<file path="src/timer_pair_pkg.sv">
// Purpose: constants and types for the cascadable timer pair block
// Assumes: apb register access, 32-bit words, low byte used
// Notes:   offsets are byte addresses
package timer_pair_pkg;
  localparam logic [7:0] ADDR_RUN     = 8'h00;
  localparam logic [7:0] ADDR_CLKSEL  = 8'h04;
  localparam logic [7:0] ADDR_MODE    = 8'h08;
  localparam logic [7:0] ADDR_FFCTL   = 8'h0c;
  localparam logic [7:0] ADDR_CMP_LO  = 8'h10;
  localparam logic [7:0] ADDR_CMP_HI  = 8'h14;
  localparam logic [7:0] ADDR_CMP2_LO = 8'h18;
  localparam logic [7:0] ADDR_CMP2_HI = 8'h1c;
  localparam logic [7:0] ADDR_STATUS  = 8'h20;
  localparam logic [7:0] ADDR_CNT     = 8'h24;
  localparam logic [7:0] ADDR_PIN     = 8'h28;

  // pair mode codes
  localparam logic [1:0] MODE_8BIT  = 2'h0;
  localparam logic [1:0] MODE_16BIT = 2'h1;
  localparam logic [1:0] MODE_PPG   = 2'h2;
  localparam logic [1:0] MODE_PWM   = 2'h3;
  // flip-flop commands
  localparam logic [1:0] FF_CLEAR   = 2'h0;
  localparam logic [1:0] FF_SET     = 2'h1;
  localparam logic [1:0] FF_INVERT  = 2'h2;
  // clock select codes
  localparam logic [1:0] CLK_MATCH  = 2'h0;
  localparam logic [1:0] CLK_T1     = 2'h1;
  localparam logic [1:0] CLK_T16    = 2'h2;
  localparam logic [1:0] CLK_T256   = 2'h3;
  // prescaler taps: bit index of free-running divider
  localparam int PRE_W    = 9;
  localparam int TAP_T1   = 0;
  localparam int TAP_T16  = 4;
  localparam int TAP_T256 = 8;
  localparam logic [8:0] PRE_DIV = 9'h002;  // system clocks per prescaler step
  localparam logic [7:0] PWM_TOP6 = 8'h3f;
  localparam logic [7:0] PWM_TOP7 = 8'h7f;
  localparam logic [7:0] PWM_TOP8 = 8'hff;
  // ffctl bit positions
  localparam int FF_CMD_LSB = 0;
  localparam int FF_IE_BIT  = 2;
  localparam int FF_IS_BIT  = 3;
  localparam int FF_CMD_NOP = 3;

  typedef struct packed {
    logic       psel;
    logic       penable;
    logic       pwrite;
    logic [7:0] paddr;
    logic [31:0] pwdata;
  } apb_req_t;

  typedef struct packed {
    logic [7:0] cnt_lo;
    logic [7:0] cnt_hi;
    logic       irq_lo;
    logic       irq_hi;
  } pair_state_t;
endpackage

</file>
<file path="src/timer_pair.sv">
// Purpose: two cascadable 8-bit timer pairs, toggle flip-flop, ppg and pwm output
// Assumes: single 200 MHz clock, apb slave, zero-wait answers
// Notes:   second pair cascades only and has no output pin
// Functional notes
// - command 1,0 inverts flip-flop immediately
// - command 0,0 clears, 0,1 sets flip-flop
// - mode 0,1 cascades pair into 16 bits
// - cascaded upper counts lower overflow only
// - second pair cascades alike, no pin
// - lower compare low byte, upper high byte
// - lower compare write holds off 16-bit compare
// - cascaded lower match irqs, keeps counting
// - double match clears both, irq, toggles
// - 8-bit chained lower clears on match
// - ppg toggles on upper equal either compare
// - pulse polarity from preset flip-flop level
// - pwm on first upper timer, lower independent
// - pwm toggles on match and 2^n-1 overflow
// - pwm raises upper irq on each match
// - toggle enable bit gates compare inversion
//
// The placing of the registers and register access over APB were left to the implementer.
`timescale 1ns/1ps
module timer_pair #(
  parameter int CNT_W = 8
) (
  // clock and reset
  input  wire logic        clk_i,
  input  wire logic        resetn_i,
  // apb slave
  input  wire logic        psel_i,
  input  wire logic        penable_i,
  input  wire logic        pwrite_i,
  input  wire logic [7:0]  paddr_i,
  input  wire logic [31:0] pwdata_i,
  output logic      [31:0] prdata_o,
  output logic             pready_o,
  output logic             pslverr_o,
  // timer events and pin
  output logic      [3:0]  match_irq_o,
  output logic             flipflop_output_pin_o,
  output logic             shared_port_pin_o
);
  timer_pair_pkg::apb_req_t req;
  assign req = '{psel_i, penable_i, pwrite_i, paddr_i, pwdata_i};
  wire wr = req.psel && req.penable && req.pwrite;
  wire known = req.paddr inside {timer_pair_pkg::ADDR_RUN, timer_pair_pkg::ADDR_CLKSEL,
    timer_pair_pkg::ADDR_MODE, timer_pair_pkg::ADDR_FFCTL, timer_pair_pkg::ADDR_CMP_LO,
    timer_pair_pkg::ADDR_CMP_HI, timer_pair_pkg::ADDR_CMP2_LO, timer_pair_pkg::ADDR_CMP2_HI,
    timer_pair_pkg::ADDR_STATUS, timer_pair_pkg::ADDR_CNT, timer_pair_pkg::ADDR_PIN};
  assign pready_o  = 1'b1;
  assign pslverr_o = req.psel && req.penable && !known;

  // software registers
  logic [3:0]  run_control_reg, next_run;
  logic [7:0]  clock_select_reg, next_clksel;   // [1:0] lo0 [3:2] hi0 [5:4] lo1 [7:6] hi1
  logic [5:0]  timer_mode_reg, next_mode;       // [1:0] pair0 [3:2] pwm [5:4] pair1
  logic [1:0]  ff_ctl, next_ff_ctl;             // ie, is
  logic [7:0]  compare_low, compare_high, cmp2_lo, cmp2_hi;
  logic [7:0]  next_cmp_lo, next_cmp_hi, next_cmp2_lo, next_cmp2_hi;
  logic [1:0]  arm16, next_arm16;
  logic        pin_sel, next_pin_sel;
  logic [8:0]  pre_div, next_pre_div;
  logic [timer_pair_pkg::PRE_W-1:0] pre, next_pre;
  logic [timer_pair_pkg::PRE_W-1:0] pre_q;
  logic [CNT_W-1:0] counter_low, counter_high, cnt2_lo, cnt2_hi;
  logic [CNT_W-1:0] next_c0, next_c1, next_c2, next_c3;
  logic        toggle_flipflop, next_tff;
  logic [3:0]  next_irq;
  logic [31:0] next_rdata;

  // rising edge of a prescaler tap
  function automatic logic tick(input logic [1:0] sel, input logic [8:0] now,
                                input logic [8:0] was);
    int b;
    b = (sel == timer_pair_pkg::CLK_T16) ? timer_pair_pkg::TAP_T16 :
        (sel == timer_pair_pkg::CLK_T256) ? timer_pair_pkg::TAP_T256 :
        timer_pair_pkg::TAP_T1;
    return now[b] && !was[b];
  endfunction

  function automatic logic [7:0] pwm_top(input logic [1:0] sel);
    return (sel == 2'h1) ? timer_pair_pkg::PWM_TOP6 :
           (sel == 2'h2) ? timer_pair_pkg::PWM_TOP7 : timer_pair_pkg::PWM_TOP8;
  endfunction

  // match on the value the next tick reaches: compare n gives n ticks, 0 a full wrap
  function automatic logic hit(input logic [CNT_W-1:0] cnt, input logic [CNT_W-1:0] cmp);
    logic [CNT_W-1:0] nxt;
    nxt = cnt + 1'b1;
    return nxt == cmp;
  endfunction

  function automatic logic hit2(input logic [CNT_W-1:0] hi, input logic [CNT_W-1:0] lo,
                                input logic [CNT_W-1:0] chi, input logic [CNT_W-1:0] clo);
    logic [2*CNT_W-1:0] nxt;
    nxt = {hi, lo} + 1'b1;
    return nxt == {chi, clo};
  endfunction

  // register writes
  always_comb begin
    next_run     = run_control_reg;
    next_clksel  = clock_select_reg;
    next_mode    = timer_mode_reg;
    next_ff_ctl  = ff_ctl;
    next_cmp_lo  = compare_low;
    next_cmp_hi  = compare_high;
    next_cmp2_lo = cmp2_lo;
    next_cmp2_hi = cmp2_hi;
    next_arm16   = arm16;
    next_pin_sel = pin_sel;
    if (wr) begin
      unique case (req.paddr)
        timer_pair_pkg::ADDR_RUN:    next_run    = req.pwdata[3:0];
        timer_pair_pkg::ADDR_CLKSEL: next_clksel = req.pwdata[7:0];
        timer_pair_pkg::ADDR_MODE:   next_mode   = req.pwdata[5:0];
        timer_pair_pkg::ADDR_FFCTL:  next_ff_ctl = {req.pwdata[timer_pair_pkg::FF_IS_BIT],
                                                    req.pwdata[timer_pair_pkg::FF_IE_BIT]};
        timer_pair_pkg::ADDR_CMP_LO: begin
          next_cmp_lo = req.pwdata[7:0];
          next_arm16[0] = 1'b0;
        end
        timer_pair_pkg::ADDR_CMP_HI: begin
          next_cmp_hi = req.pwdata[7:0];
          next_arm16[0] = 1'b1;
        end
        timer_pair_pkg::ADDR_CMP2_LO: begin
          next_cmp2_lo = req.pwdata[7:0];
          next_arm16[1] = 1'b0;
        end
        timer_pair_pkg::ADDR_CMP2_HI: begin
          next_cmp2_hi = req.pwdata[7:0];
          next_arm16[1] = 1'b1;
        end
        timer_pair_pkg::ADDR_PIN: next_pin_sel = req.pwdata[0];
        default: ;
      endcase
    end
  end

  // prescaler, free running, one step every PRE_DIV clocks
  always_comb begin
    next_pre_div = pre_div + 9'h001;
    next_pre     = pre;
    if (pre_div == timer_pair_pkg::PRE_DIV - 9'h001) begin
      next_pre_div = 9'h000;
      next_pre     = pre + 9'h001;
    end
  end

  // counting, matches, flip-flop
  always_comb begin
    logic t0, t1, t2, t3, eq0, eq2, tog, top_hit;
    logic [1:0] cmd;
    // lower timers always use their own clock select
    t0 = run_control_reg[0] && tick(clock_select_reg[1:0], pre, pre_q);
    t1 = 1'b0;
    t2 = run_control_reg[2] && tick(clock_select_reg[5:4], pre, pre_q);
    t3 = 1'b0;
    eq0 = t0 && hit(counter_low, compare_low);
    eq2 = t2 && hit(cnt2_lo, cmp2_lo);
    tog = 1'b0;
    top_hit = 1'b0;
    cmd = req.pwdata[timer_pair_pkg::FF_CMD_LSB +: 2];
    next_c0 = counter_low;
    next_c1 = counter_high;
    next_c2 = cnt2_lo;
    next_c3 = cnt2_hi;
    next_irq = 4'h0;
    next_tff = toggle_flipflop;
    // ---- pair 0 ----
    unique case (timer_mode_reg[1:0])
      timer_pair_pkg::MODE_16BIT: begin
        t1 = run_control_reg[1] && t0 && counter_low == '1;
        if (t0) next_c0 = counter_low + 1'b1;
        if (t1) next_c1 = counter_high + 1'b1;
        next_irq[0] = eq0;
        if (t0 && arm16[0] && hit2(counter_high, counter_low, compare_high, compare_low)) begin
          next_c0 = '0;
          next_c1 = '0;
          next_irq[1] = 1'b1;
          tog = ff_ctl[1];
        end
      end
      timer_pair_pkg::MODE_PPG: begin
        // lower keeps counting; only the count register read sees it
        t1 = run_control_reg[1] && tick(clock_select_reg[3:2], pre, pre_q);
        if (t0) next_c0 = counter_low + 1'b1;
        if (t1) begin
          next_c1 = hit(counter_high, compare_high) ? '0 : counter_high + 1'b1;
          next_irq[0] = hit(counter_high, compare_low);
          next_irq[1] = hit(counter_high, compare_high);
          tog = next_irq[0] || next_irq[1];
        end
      end
      timer_pair_pkg::MODE_PWM: begin
        // lower stays a plain 8-bit interval timer
        if (eq0) next_c0 = '0;
        else if (t0) next_c0 = counter_low + 1'b1;
        next_irq[0] = eq0;
        t1 = run_control_reg[1] && tick(clock_select_reg[3:2], pre, pre_q);
        if (t1) begin
          top_hit = hit(counter_high, pwm_top(timer_mode_reg[3:2]));
          next_c1 = top_hit ? '0 : counter_high + 1'b1;
          next_irq[1] = hit(counter_high, compare_high);
          tog = top_hit || next_irq[1];
        end
      end
      default: begin
        // plain 8-bit pair, upper may chain on lower match
        if (eq0) next_c0 = '0;
        else if (t0) next_c0 = counter_low + 1'b1;
        next_irq[0] = eq0;
        t1 = run_control_reg[1] && (clock_select_reg[3:2] == timer_pair_pkg::CLK_MATCH ? eq0
             : tick(clock_select_reg[3:2], pre, pre_q));
        next_irq[1] = t1 && hit(counter_high, compare_high);
        if (next_irq[1]) next_c1 = '0;
        else if (t1) next_c1 = counter_high + 1'b1;
        tog = ff_ctl[1] ? next_irq[1] : eq0;
      end
    endcase
    // ---- pair 1, no output pin ----
    if (timer_mode_reg[5:4] == timer_pair_pkg::MODE_16BIT) begin
      t3 = run_control_reg[3] && t2 && cnt2_lo == '1;
      if (t2) next_c2 = cnt2_lo + 1'b1;
      if (t3) next_c3 = cnt2_hi + 1'b1;
      next_irq[2] = eq2;
      if (t2 && arm16[1] && hit2(cnt2_hi, cnt2_lo, cmp2_hi, cmp2_lo)) begin
        next_c2 = '0;
        next_c3 = '0;
        next_irq[3] = 1'b1;
      end
    end else begin
      if (eq2) next_c2 = '0;
      else if (t2) next_c2 = cnt2_lo + 1'b1;
      next_irq[2] = eq2;
      t3 = run_control_reg[3] && (clock_select_reg[7:6] == timer_pair_pkg::CLK_MATCH ? eq2
           : tick(clock_select_reg[7:6], pre, pre_q));
      next_irq[3] = t3 && hit(cnt2_hi, cmp2_hi);
      if (next_irq[3]) next_c3 = '0;
      else if (t3) next_c3 = cnt2_hi + 1'b1;
    end
    // stopped timers clear
    if (!run_control_reg[0]) next_c0 = '0;
    if (!run_control_reg[1]) next_c1 = '0;
    if (!run_control_reg[2]) next_c2 = '0;
    if (!run_control_reg[3]) next_c3 = '0;
    // hardware toggle, gated by enable
    if (tog && ff_ctl[0]) next_tff = !toggle_flipflop;
    // software command wins over compare toggle
    if (wr && req.paddr == timer_pair_pkg::ADDR_FFCTL) begin
      unique case (cmd)
        timer_pair_pkg::FF_CLEAR:  next_tff = 1'b0;
        timer_pair_pkg::FF_SET:    next_tff = 1'b1;
        timer_pair_pkg::FF_INVERT: next_tff = !toggle_flipflop;
        default: ;
      endcase
    end
  end

  // read data; flip-flop and compares read as zero
  always_comb begin
    next_rdata = 32'h0000_0000;
    unique case (req.paddr)
      timer_pair_pkg::ADDR_RUN:    next_rdata = {28'h0, run_control_reg};
      timer_pair_pkg::ADDR_CLKSEL: next_rdata = {24'h0, clock_select_reg};
      timer_pair_pkg::ADDR_MODE:   next_rdata = {26'h0, timer_mode_reg};
      timer_pair_pkg::ADDR_STATUS: next_rdata = {28'h0, match_irq_o};
      timer_pair_pkg::ADDR_CNT:    next_rdata = {counter_high, counter_low, cnt2_hi, cnt2_lo};
      timer_pair_pkg::ADDR_PIN:    next_rdata = {31'h0, pin_sel};
      default:                     next_rdata = 32'h0000_0000;
    endcase
  end
  assign prdata_o = next_rdata;

  always_ff @(posedge clk_i) begin
    if (!resetn_i) begin
      run_control_reg  <= 4'h0;
      clock_select_reg <= 8'h00;
      timer_mode_reg   <= 6'h00;
      ff_ctl           <= 2'h0;
      compare_low      <= 8'h00;
      compare_high     <= 8'h00;
      cmp2_lo          <= 8'h00;
      cmp2_hi          <= 8'h00;
      arm16            <= 2'h3;
      pin_sel          <= 1'b0;
      pre_div          <= 9'h000;
      pre              <= 9'h000;
      pre_q            <= 9'h000;
      counter_low      <= 8'h00;
      counter_high     <= 8'h00;
      cnt2_lo          <= 8'h00;
      cnt2_hi          <= 8'h00;
      toggle_flipflop  <= 1'b0;
      match_irq_o      <= 4'h0;
      flipflop_output_pin_o <= 1'b0;
      shared_port_pin_o     <= 1'b0;
    end else begin
      run_control_reg  <= next_run;
      clock_select_reg <= next_clksel;
      timer_mode_reg   <= next_mode;
      ff_ctl           <= next_ff_ctl;
      compare_low      <= next_cmp_lo;
      compare_high     <= next_cmp_hi;
      cmp2_lo          <= next_cmp2_lo;
      cmp2_hi          <= next_cmp2_hi;
      arm16            <= next_arm16;
      pin_sel          <= next_pin_sel;
      pre_div          <= next_pre_div;
      pre              <= next_pre;
      pre_q            <= pre;
      counter_low      <= next_c0;
      counter_high     <= next_c1;
      cnt2_lo          <= next_c2;
      cnt2_hi          <= next_c3;
      toggle_flipflop  <= next_tff;
      match_irq_o      <= next_irq;
      flipflop_output_pin_o <= pin_sel ? next_tff : 1'b0;
      shared_port_pin_o     <= pin_sel;
    end
  end

  a_ff_command: assert property (@(posedge clk_i) disable iff (!resetn_i)
    wr && req.paddr == timer_pair_pkg::ADDR_FFCTL && req.pwdata[1:0] == 2'h1
    |=> toggle_flipflop) else $error("set command ignored");
  a_ff_clear: assert property (@(posedge clk_i) disable iff (!resetn_i)
    wr && req.paddr == timer_pair_pkg::ADDR_FFCTL && req.pwdata[1:0] == 2'h0
    |=> !toggle_flipflop) else $error("clear command ignored");
  a_ff_invert: assert property (@(posedge clk_i) disable iff (!resetn_i)
    wr && req.paddr == timer_pair_pkg::ADDR_FFCTL && req.pwdata[1:0] == 2'h2
    |=> toggle_flipflop != $past(toggle_flipflop)) else $error("invert lost");
  a_cascade_clear: assert property (@(posedge clk_i) disable iff (!resetn_i)
    match_irq_o[1] && $past(timer_mode_reg[1:0]) == timer_pair_pkg::MODE_16BIT
    |-> counter_low == 8'h00 && counter_high == 8'h00) else $error("cascade not cleared");
  a_arm_hold: assert property (@(posedge clk_i) disable iff (!resetn_i)
    wr && req.paddr == timer_pair_pkg::ADDR_CMP_LO |=> !arm16[0])
    else $error("compare not held off");
  a_toggle_gate: assert property (@(posedge clk_i) disable iff (!resetn_i)
    !ff_ctl[0] && !(wr && req.paddr == timer_pair_pkg::ADDR_FFCTL)
    |=> $stable(toggle_flipflop)) else $error("toggle while disabled");
  a_pwm_clear: assert property (@(posedge clk_i) disable iff (!resetn_i)
    timer_mode_reg[1:0] == timer_pair_pkg::MODE_PWM
    |-> counter_high < pwm_top(timer_mode_reg[3:2])) else $error("pwm above top");
  a_pin_follows: assert property (@(posedge clk_i) disable iff (!resetn_i)
    pin_sel && $past(pin_sel) |-> flipflop_output_pin_o == toggle_flipflop)
    else $error("pin not tracking");
endmodule

</file>
<file path="config.mk">
export PLATFORM = sky130hd
export DESIGN_NAME = timer_pair
export DESIGN_NICKNAME = d
export VERILOG_FILES = /design/src/timer_pair_pkg.sv /design/src/timer_pair.sv
export SDC_FILE = /design/constraint.sdc
export NUM_CORES = 1
export LEC_CHECK = 0
export BUFFER_PORTS_ARGS = -buffer_cell sky130_fd_sc_hd__buf_2
export CAP_MARGIN = 20
export CORE_MARGIN = 8
export CORE_UTILIZATION = 50
export DETAILED_ROUTE_END_ITERATION = 6
export HOLD_SLACK_MARGIN = 0.12
export PLACE_DENSITY = 0.7
export SKIP_CTS_REPAIR_TIMING = 1
export SYNTH_ARGS = -nofsm -noshare
export SYNTH_HDL_FRONTEND = slang
export SYNTH_SLANG_ARGS = --single-unit
</file>
<file path="constraint.sdc">
create_clock -name clk_i -period 4.2 [get_ports clk_i]
set_input_delay 0.21 -clock clk_i [delete_from_list [all_inputs] [get_ports clk_i]]
set_output_delay 0.21 -clock clk_i [all_outputs]
set_load 0.01 [all_outputs]
</file>
Yosys cells after proc, flatten, opt, wreduce, memory -nomap -nowiden --
Index checks and enable logic that the tools add are counted.
Cells by class: eq/ne operators 41, divide/modulo/power cells 0, shifts and indexed selects 0, add/sub/neg operators 8, $lt $le $gt $ge 4, reductions and logical operators 62, muxes and demuxes 75, bitwise operators 1, multiply operators 0
Operator list (count):
- $pmux W32 S6 | 1
- $mux W8 | 22
- $eq A8 B8 Y1 | 6
- $reduce_and A2 Y1 | 17
- $add A16 B1 Y16 const B | 2
- $add A8 B1 Y8 const B | 4
- $bmux W1 S4 | 8
- $eq A16 B16 Y1 | 2
- $eq A8 B5 Y1 const B | 4
- $mux W4 | 8
- $mux W1 | 27
- $logic_and A1 B1 Y1 | 26
- $eq A2 B2 Y1 const B | 12
- $eq A8 B6 Y1 const B | 3
- $pmux W8 S3 | 1
- $lt A4 B5 Y1 const B | 4
- $add A9 B1 Y9 const B | 2
- $eq A8 B4 Y1 const B | 2
- $eq A8 B8 Y1 const B | 2
- $pmux W8 S2 | 1
- $reduce_bool A11 Y1 | 1
- $eq A9 B1 Y1 const B | 1
- $eq A2 B1 Y1 const B | 4
- $eq A8 B3 Y1 const B | 1
- other kinds (17) | 30
Word-level totals: bits of input ports 45, output and inout bits 40, latch bits 0, ROM bits 0, register bits after elaboration 121, memory bits (writable) 0, logic and storage cells 213, memories kept 0

Longest topological paths before layout --
Gate-level depths: netlist (run 1).
depth in word-level cells 19, gate-level depth with buffers 12, gate-level depth less buffers 10

Worst setup path before layout (run 1) --
OpenSTA, ideal clock, no wires.
path type register -> register, start register cnt2_lo[1], end register cnt2_hi[2], data required time 4.078 ns, arrival 2.843 ns, path slack 1.235 ns, stages on the path, launching flop included 12, cells stage by stage dfxtp_1 -> ha_1 -> nand3_2 -> or4_4 -> a2111oi_4 -> o211ai_1 -> nor4_4 -> o2bb2ai_2 -> nor2_2 -> and2_4 -> buf_6 -> a221o_1
On the way: word-level cells in the longest chain between the ends 8
RTL lines:
- from (decl) | line timer_pair.sv:66 | logic [CNT_W-1:0] counter_low, counter_high, cnt2_lo, cnt2_hi;
- from (signal assigned) | line timer_pair.sv:316 | cnt2_lo <= next_c2;
- $add A8 B1 Y8 | line timer_pair.sv:90 | nxt = cnt + 1'b1;
- $eq A8 B8 Y1 | line timer_pair.sv:91 | return nxt == cmp;
- $logic_and A1 B1 Y1 | line timer_pair.sv:162 | eq2 = t2 && hit(cnt2_lo, cmp2_lo);
- $mux W1 | line timer_pair.sv:238 | t3 = run_control_reg[3] && (clock_select_reg[7:6] == timer_pair_pkg::CLK_MATCH ? eq2
- $logic_and A1 B1 Y1 | line timer_pair.sv:238
- $logic_and A1 B1 Y1 | line timer_pair.sv:240 | next_irq[3] = t3 && hit(cnt2_hi, cmp2_hi);
- $reduce_bool A3 Y1 (no line) or $mux W8 (tied branches)
- $reduce_and A2 Y1 (no line) or $mux W8 (tied branches)
- to (signal assigned) | line timer_pair.sv:317 | cnt2_hi <= next_c3;
- to (decl) | line timer_pair.sv:66
Parallel ways exist; a longest one is shown, timed or not. A chain may end at the register's enable or synchronous reset.

Final worst setup path (run 1) --
start register counter_high[0], end register counter_high[3]
On the way: word-level cells in the longest chain between the ends 5
RTL lines:
- from (decl) | line timer_pair.sv:66
- from (signal assigned) | line timer_pair.sv:315 | counter_high <= next_c1;
- $add A16 B1 Y16 or $add A8 B1 Y8 (tied branches)
- $eq A16 B16 Y1 or $eq A8 B8 Y1 (tied branches) | line timer_pair.sv:98, timer_pair.sv:91
- $logic_and A1 B1 Y1, or another cell as far along | line timer_pair.sv:179 | if (t0 && arm16[0] && hit2(counter_high, counter_low, compare_high, compare_low)) begin
- $ne A3 B3 Y1 (no line), or another cell as far along
- $reduce_and A4 Y1 (no line) or $pmux W8 S3 (tied branches)
Parallel ways exist; a longest one is shown, timed or not. The select of a mux whose other input is x is not followed.

==> metrics, run 1 <==
Slew Limit Headroom=between 20 and 30%; r2r startpoint=counter_high[0]$_SDFFE_PN0P_; Peak VDD IR=312 uV; Initial Utilization=50.9%; Ys Warns=0; biggest regs=pre x9, pre_div x9; crit path from=counter_high[0]$_SDFFE_PN0P_; area of the die=roughly 18000 um^2; Routed WL=18400 um; Top FF cell, synth=dfxtp_1; TNS Setup=0 ns; most frequent cells after synthesis=dfxtp_1 (115), nand2_1 (84), nor2_1 (63); Yosys top cell by area=dfxtp_1; Hold Path Class=input pin to flop; top cell type's share of synthesized area=32.7%; input/output buffers=just under 60; TritonCTS buffer count=17; CTS max path bufs=2; clk root buf=clkbuf_16; number of synthesized flops with an enable pin=0; vias in the first global route=5700; clk_lat worst skew=0.42 ns; Seq/Total Area, Yosys=about 33%; # clock sinks=115; Synth cell types=78; routed vias=slightly above 6000; Worst EP required=between 4 and 5 ns; crit-path max cell delay=~0.60 ns; RSZ-0062 raised after global routing=false; Final Skew=around 0.0086 ns; Setup-failing EPs final=0; die width=135 um; Data arrival, critical path=3.92 ns; syn_nets=890; Most Crowded Layer GR=met2; ant diodes=0; met2 usage=between 30% and 40%; synthesis-stage register bit count=115; GPL Wtd Cong=~0.95; Post-Syn Area per Cell=8.46 um^2; Synth Cell Area=7040 um^2; FP Rows=43; Vias/cell=around 5.7; Startpoint Class=flop; DR WL/cell=17.4 um; Fin Hold WS=0.121 ns; worst-path cell chain=ha_1, xor2_1, xnor2_1, nand3_1, o31ai_1, and2_1, o2111ai_1, a32oi_1, o21ai_1, a32o_1; GR Util met3=4.94%; initial antenna violation count=0; Crit. End Element=flop; M1 GR Usage=27.6%; leakage=3.17 nW; layout cell share with drive strength beyond 1=13.3%; synthesized instance count=832; Worst Path Max Fanout=10; worst-path cell with the longest stage delay=a32oi_1; Reg2Reg Depth=10; Layout area overhead=13.0%; PD cells=331 nW/um^2; hold wc startpoint=pwdata_i[6]; Die Span Y=135 um; Post-DRT Antenna Nets=0; CTS tree=yes; cell with the most instances after synthesis=dfxtp_1; remaining global-route overflow=0; DRC viols=0; Ports=85; Core Area=13800 um^2; total number of H-tree levels=4; clock slew at reported path FFs=0.06 ns; status=complete, no violations; ranking of synthesized cells by area=dfxtp_1 (33%), xnor2_1 (6.3%), mux2i_1 (6.0%), nand2_1 (4.5%), xor2_1 (4.0%); Max Clk Rate=around 280 MHz; nets@finish=924; Hold Crit Depth=3; Max Cap Viol=0; Total GRT Usage=20.5%; fraction of registers with async set/reset=0%; first-pass GRT wire length=29800 um; Max Slew Vio Count=0; kind of critical path=flop to flop; DP Wirelength=13300 um; worst slew pin tran=1.05 ns; largest net degree at the start of global routing=71; Tot Pwr=between 0.002 and 0.003 W; final cycle utilization of the critical path=85.8%; Fin. Hold Viols=0; Iter 0 DRT Violations=458; TritonRoute pass-1 iters=5; minimum clock period=about 3.6 ns
final timing paths:
kind | endpoint | slack [ns]
min | clock_select_reg[6]$_SDFFE_PN0P_ | 0.12
max | counter_high[3]$_SDFFE_PN0P_ | 0.60
min reg2reg | arm16[1]$_SDFFE_PN1P_ | 0.47
max reg2reg | counter_high[3]$_SDFFE_PN0P_ | 0.60
area by class of cell:
type	instances	area, um^2
repair buffers	62	315
clock buffers	17	425
multi-input cells	656	4480
clock inverters	15	159
inverters	14	52.6
flip-flops and latches	115	2300
fillers	1254	5870
well taps	180	225
metal layers:
layer | part of all wire, % | vias to the layer above | routed length (um)
li1 | - | 3011 | -
met1 | 48 | 2815 | 8880
met2 | 43 | 191 | 7990
met3 | 6.2 | 30 | 1150
met4 | 2.2 | 0 | 411
met5 | 0 | - | 0
worst max-delay path, delay by kind of cell (launching register included):
kind / cells / cell delay [ns]
xor+xnor: 2 / 0.55
fa+ha+maj: 1 / 0.35
flops: 1 / 0.54
simple gates: 2 / 0.34
compound gates: 5 / 1.70
stage by stage:
stage | cells | worst slack (ns) | cell area [um^2] | utilization (%)
3_3_place_gp | 1026 | 0.849 | 7370 | 53.3
5_1_grt | 1059 | 0.402 | 7960 | 57.5
3_5_place_dp | 1026 | 0.759 | 7370 | 53.3
2_1_floorplan | 832 | 1.23 | 7040 | -
4_1_cts | 1058 | 0.693 | 7950 | 57.5
6_report | 1059 | 0.595 | 7960 | 57.5
layout by cell type (no fill, tap or decap), types with 3 or more instances in the layout:
cell	Yosys	routed
a211oi_1	3	3
a21boi_0	20	20
a21o_1	7	7
a21oi_1	17	17
a222oi_1	5	5
a22o_1	8	8
a22oi_1	4	4
a31oi_1	7	7
a32o_1	7	7
and2_1	43	43
and3_1	11	11
and4_1	4	4
buf_2	11	59
clkbuf_16	0	17
clkinvlp_4	0	6
dfxtp_1	115	115
ha_1	13	13
inv_1	14	14
inv_6	0	3
mux2i_1	42	42
nand2_1	84	84
nand2b_1	8	8
nand3_1	38	38
nand4_1	18	18
nor2_1	63	62
nor2b_1	40	40
nor3_1	14	14
nor3b_1	3	3
nor4_1	11	11
o2111ai_1	3	3
o211ai_1	6	6
o21ai_0	16	16
o21ai_1	6	6
o31ai_1	4	4
or2_2	4	4
or3_1	10	10
xnor2_1	51	51
xnor3_1	4	4
xor2_1	32	32
cells by family (layout without fill, tap and decap cells):
logic type,Yosys count,count (layout),synth area share (%)
DFF,115,115,32.7
other,1,1,0.0533
buffers and inverters,61,108,3.77
xor gates and xnor gates,87,87,11.6
adders and majority gates,13,13,2.31
and+or+nand+nor,374,374,28.3
muxes,44,44,6.29
AOI/OAI and AO/OA,137,137,14.9
power by group:
group          leakage (nW)  switching [W]  internal [W]
clock network         0.268       0.000559      0.000875
logic                  1.98      0.0000563     0.0000338
registers             0.927     0.00000950       0.00110
Power figures use the tool's default switching activity.
==> inputs of run 2 (changes only) <==
--- a/config.mk
+++ b/config.mk
@@ -5,6 +5,7 @@
 export SDC_FILE = /design/constraint.sdc
 export NUM_CORES = 1
 export LEC_CHECK = 0
+export ABC_AREA = 1
 export BUFFER_PORTS_ARGS = -buffer_cell sky130_fd_sc_hd__buf_2
 export CAP_MARGIN = 20
 export CORE_MARGIN = 8
@@ -13,6 +14,7 @@
 export HOLD_SLACK_MARGIN = 0.12
 export PLACE_DENSITY = 0.7
 export SKIP_CTS_REPAIR_TIMING = 1
+export SLEW_MARGIN = 5
 export SYNTH_ARGS = -nofsm -noshare
 export SYNTH_HDL_FRONTEND = slang
 export SYNTH_SLANG_ARGS = --single-unit
==> metrics, run 2 <==
Post-DRT Antenna Nets=0 (unchanged); Seq/Total Area, Yosys=32.6% (-0.13 points); Max Slew Vio Count=0 (unchanged); clock slew at reported path FFs=0.05 ns (about the same); Synth Cell Area=7070 um^2 (+0.39%); initial antenna violation count=0 (unchanged); RSZ-0062 raised after global routing=false; violated checks=DRC; Startpoint Class=flop; Hold Path Class=input pin to flop; Setup crit end=counter_high[3]$_SDFFE_PN0P_; fin util=58.0% (+0.47 points); ant diodes=0 (unchanged); vias in the first global route=6463 (+13%); most frequent cells after synthesis=nand2_1 (258), inv_1 (158), nor2_1 (127); layout cell share with drive strength beyond 1=11.6% (-1.7 points); r2r startpoint=counter_high[0]$_SDFFE_PN0P_; clk_lat worst skew=0.42 ns (about the same); PD cells=311 nW/um^2 (-6.2%); kind of critical path=flop to flop; Synth cell types=51 (-35%); first-pass GRT wire length=32800 um (+10%); top cell type's share of synthesized area=32.6% (-0.13 points); Vias/cell=5.26 (-7.8%); area of the die=18200 um^2 (+0.34%); CTS max path bufs=2 (unchanged); Placed Cells=1325 (+29%); DRC viols=9 (+9); Final Skew=0.00651 ns (-0.00212 ns); Max Clk Rate=347 MHz (+25%); biggest regs=pre x9, pre_div x9; GPL Wtd Cong=0.946 (about the same); clk root buf=clkbuf_16; Routed WL=20000 um (+8.6%); Slew Limit Headroom=29.8% (+0.25 points); Ys Warns=0 (unchanged); synthesized instance count=1109 (+33%); CTS tree=yes; worst slew pin tran=1.05 ns (+0.00308 ns); Fin Hold WS=0.0992 ns (-0.0214 ns); nets@finish=1223 (+32%); ranking of synthesized cells by area=dfxtp_1 (33%), nand2_1 (14%), inv_1 (8.4%), nor2_1 (6.7%), nand3_1 (6.3%); Crit. End Element=flop; Core Area=13800 um^2 (unchanged); post-route cell area=8020 um^2 (+0.82%); Worst EP required=4.50 ns (about the same); Peak VDD IR=280 uV (-10%); cell with the most instances after synthesis=nand2_1; Reg2Reg Setup Slack=1.32 ns (+0.72 ns); largest net degree at the start of global routing=41 (-42%); Layout fillers=1352 (+7.8%); Yosys top cell by area=dfxtp_1; Top FF cell, synth=dfxtp_1; FP Rows=43 (unchanged); fraction of registers with async set/reset=0% (unchanged); most common cell after layout, fill and taps aside=nand2_1; DP Wirelength=14800 um (+11%); routed vias=7137 (+18%); Max Cap Viol=0 (unchanged); DR WL/cell=14.8 um (-15%); die width=135 um (+0.17%); leakage=3.50 nW (+10%); number of synthesized flops with an enable pin=0 (unchanged); Die Span Y=135 um (+0.17%); Critical R2R Capture=counter_high[3]$_SDFFE_PN0P_; input/output buffers=59 (unchanged); remaining global-route overflow=0 (unchanged); most frequent cells in the layout=nand2_1 (258), inv_1 (158), nor2_1 (127); minimum clock period=2.88 ns (-0.723 ns); Setup-failing EPs final=0 (unchanged); Total GRT Usage=22.6% (+2.0 points); Ports=85 (unchanged); Layout area overhead=13.5%; TritonCTS buffer count=17 (unchanged); Data arrival, critical path=3.19 ns (-0.73 ns); syn_nets=1167 (+31%); synthesis-stage register bit count=115 (unchanged); TNS Setup=0 ns (unchanged); TritonRoute pass-1 iters=7 (+2); Post-Syn Area per Cell=6.37 um^2 (-25%); Post-Layout Cell Count=1356 (+28%); status=complete, but fails checks; # clock sinks=115 (unchanged); Iter 0 DRT Violations=627 (+37%); Fin. Hold Viols=0 (unchanged); post-place instance area=7490 um^2 (+1.7%); Initial Utilization=51.1% (+0.20 points); final cycle utilization of the critical path=68.6% (-17 points); crit path from=counter_high[0]$_SDFFE_PN0P_; total number of H-tree levels=4 (unchanged); Reg2Reg Depth=16 (+6); Worst Path Max Fanout=10 (unchanged)
run 2: cell families (layout without fill, tap and decap cells):
kind of cell	count (synthesis)	after routing	share of synthesized area [%]
simple gates	552	552	34.5
other cells	1	1	0.0530
xor+xnor	34	34	4.21
fa+ha+maj	13	13	2.30
buf+inv	198	265	10.8
flops	115	115	32.6
compound gates	196	196	15.5
run 2: power by group:
group	switching (W)	internal, W
sequential	0.00000659	0.00110
clock	0.000483	0.000812
combinational	0.0000640	0.0000244
run 2: layout make-up:
| cell class | instances | area, um^2 | share of cell area [%] |
|---|---|---|---|
| sequential | 115 | 2300 | 28.7 |
| tap | 180 | 225 | 2.81 |
| multi-input combinational | 796 | 4010 | 49.9 |
| timing repair buffer | 61 | 313 | 3.90 |
| inverter | 174 | 658 | 8.20 |
| clock inverter | 7 | 60.1 | 0.749 |
| clock buffer | 23 | 458 | 5.71 |
run 2: how the worst min path moves through the flow:
| stage | slack [ns] | cells after the start | start | to |
|---|---|---|---|---|
| 3_3_place_gp | 0.45 | 1 | pre_div[0]$_SDFF_PP0_ | pre_div[0]$_SDFF_PP0_ |
| 2_1_floorplan | 0.38 | 2 | resetn_i | match_irq_o[3]$_SDFF_PN0_ |
| 3_5_place_dp | 0.46 | 2 | pre[0]$_SDFFE_PN0P_ | pre_q[0]$_SDFF_PN0_ |
| 4_1_cts | 0.08 | 3 | pwdata_i[6] | cmp2_hi[6]$_SDFFE_PN0P_ |
| 5_1_grt | 0.13 | 3 | pwdata_i[0] | pin_sel$_SDFFE_PN0P_ |
| 6_report | 0.1 | 3 | pwdata_i[0] | pin_sel$_SDFFE_PN0P_ |
run 2: metrics by stage:
stage	setup slack, ns	total power, W
3_3_place_gp	1.41	0.00122
5_1_grt	0.952	0.00257
3_5_place_dp	1.36	0.00122
6_report	1.32	0.00249
2_1_floorplan	2.05	0.00118
4_1_cts	1.33	0.00251
run 2: per-layer routing:
layer / wire (um) / global-route usage [%]
met1: 9470 / 30.1
met5: 0 / 0
met2: 8930 / 34.8
met3: 1230 / 5.09
met4: 382 / 8.23
run 2: worst max-delay path, stage by stage, from the launching register on:
cell and delay [ns]:
dfxtp_1 0.59, ha_1 0.33, nand2_1 0.15, nor2_2 0.19, nand2_1 0.10, nand2_1 0.06
nand2_1 0.14, nand2_1 0.10, nand2_1 0.05, inv_1 0.07, nand2_1 0.10, nor2_4 0.15
nand4_1 0.35, nand4_1 0.23, nand2_1 0.07, nand2_1 0.05, nor2_1 0.03
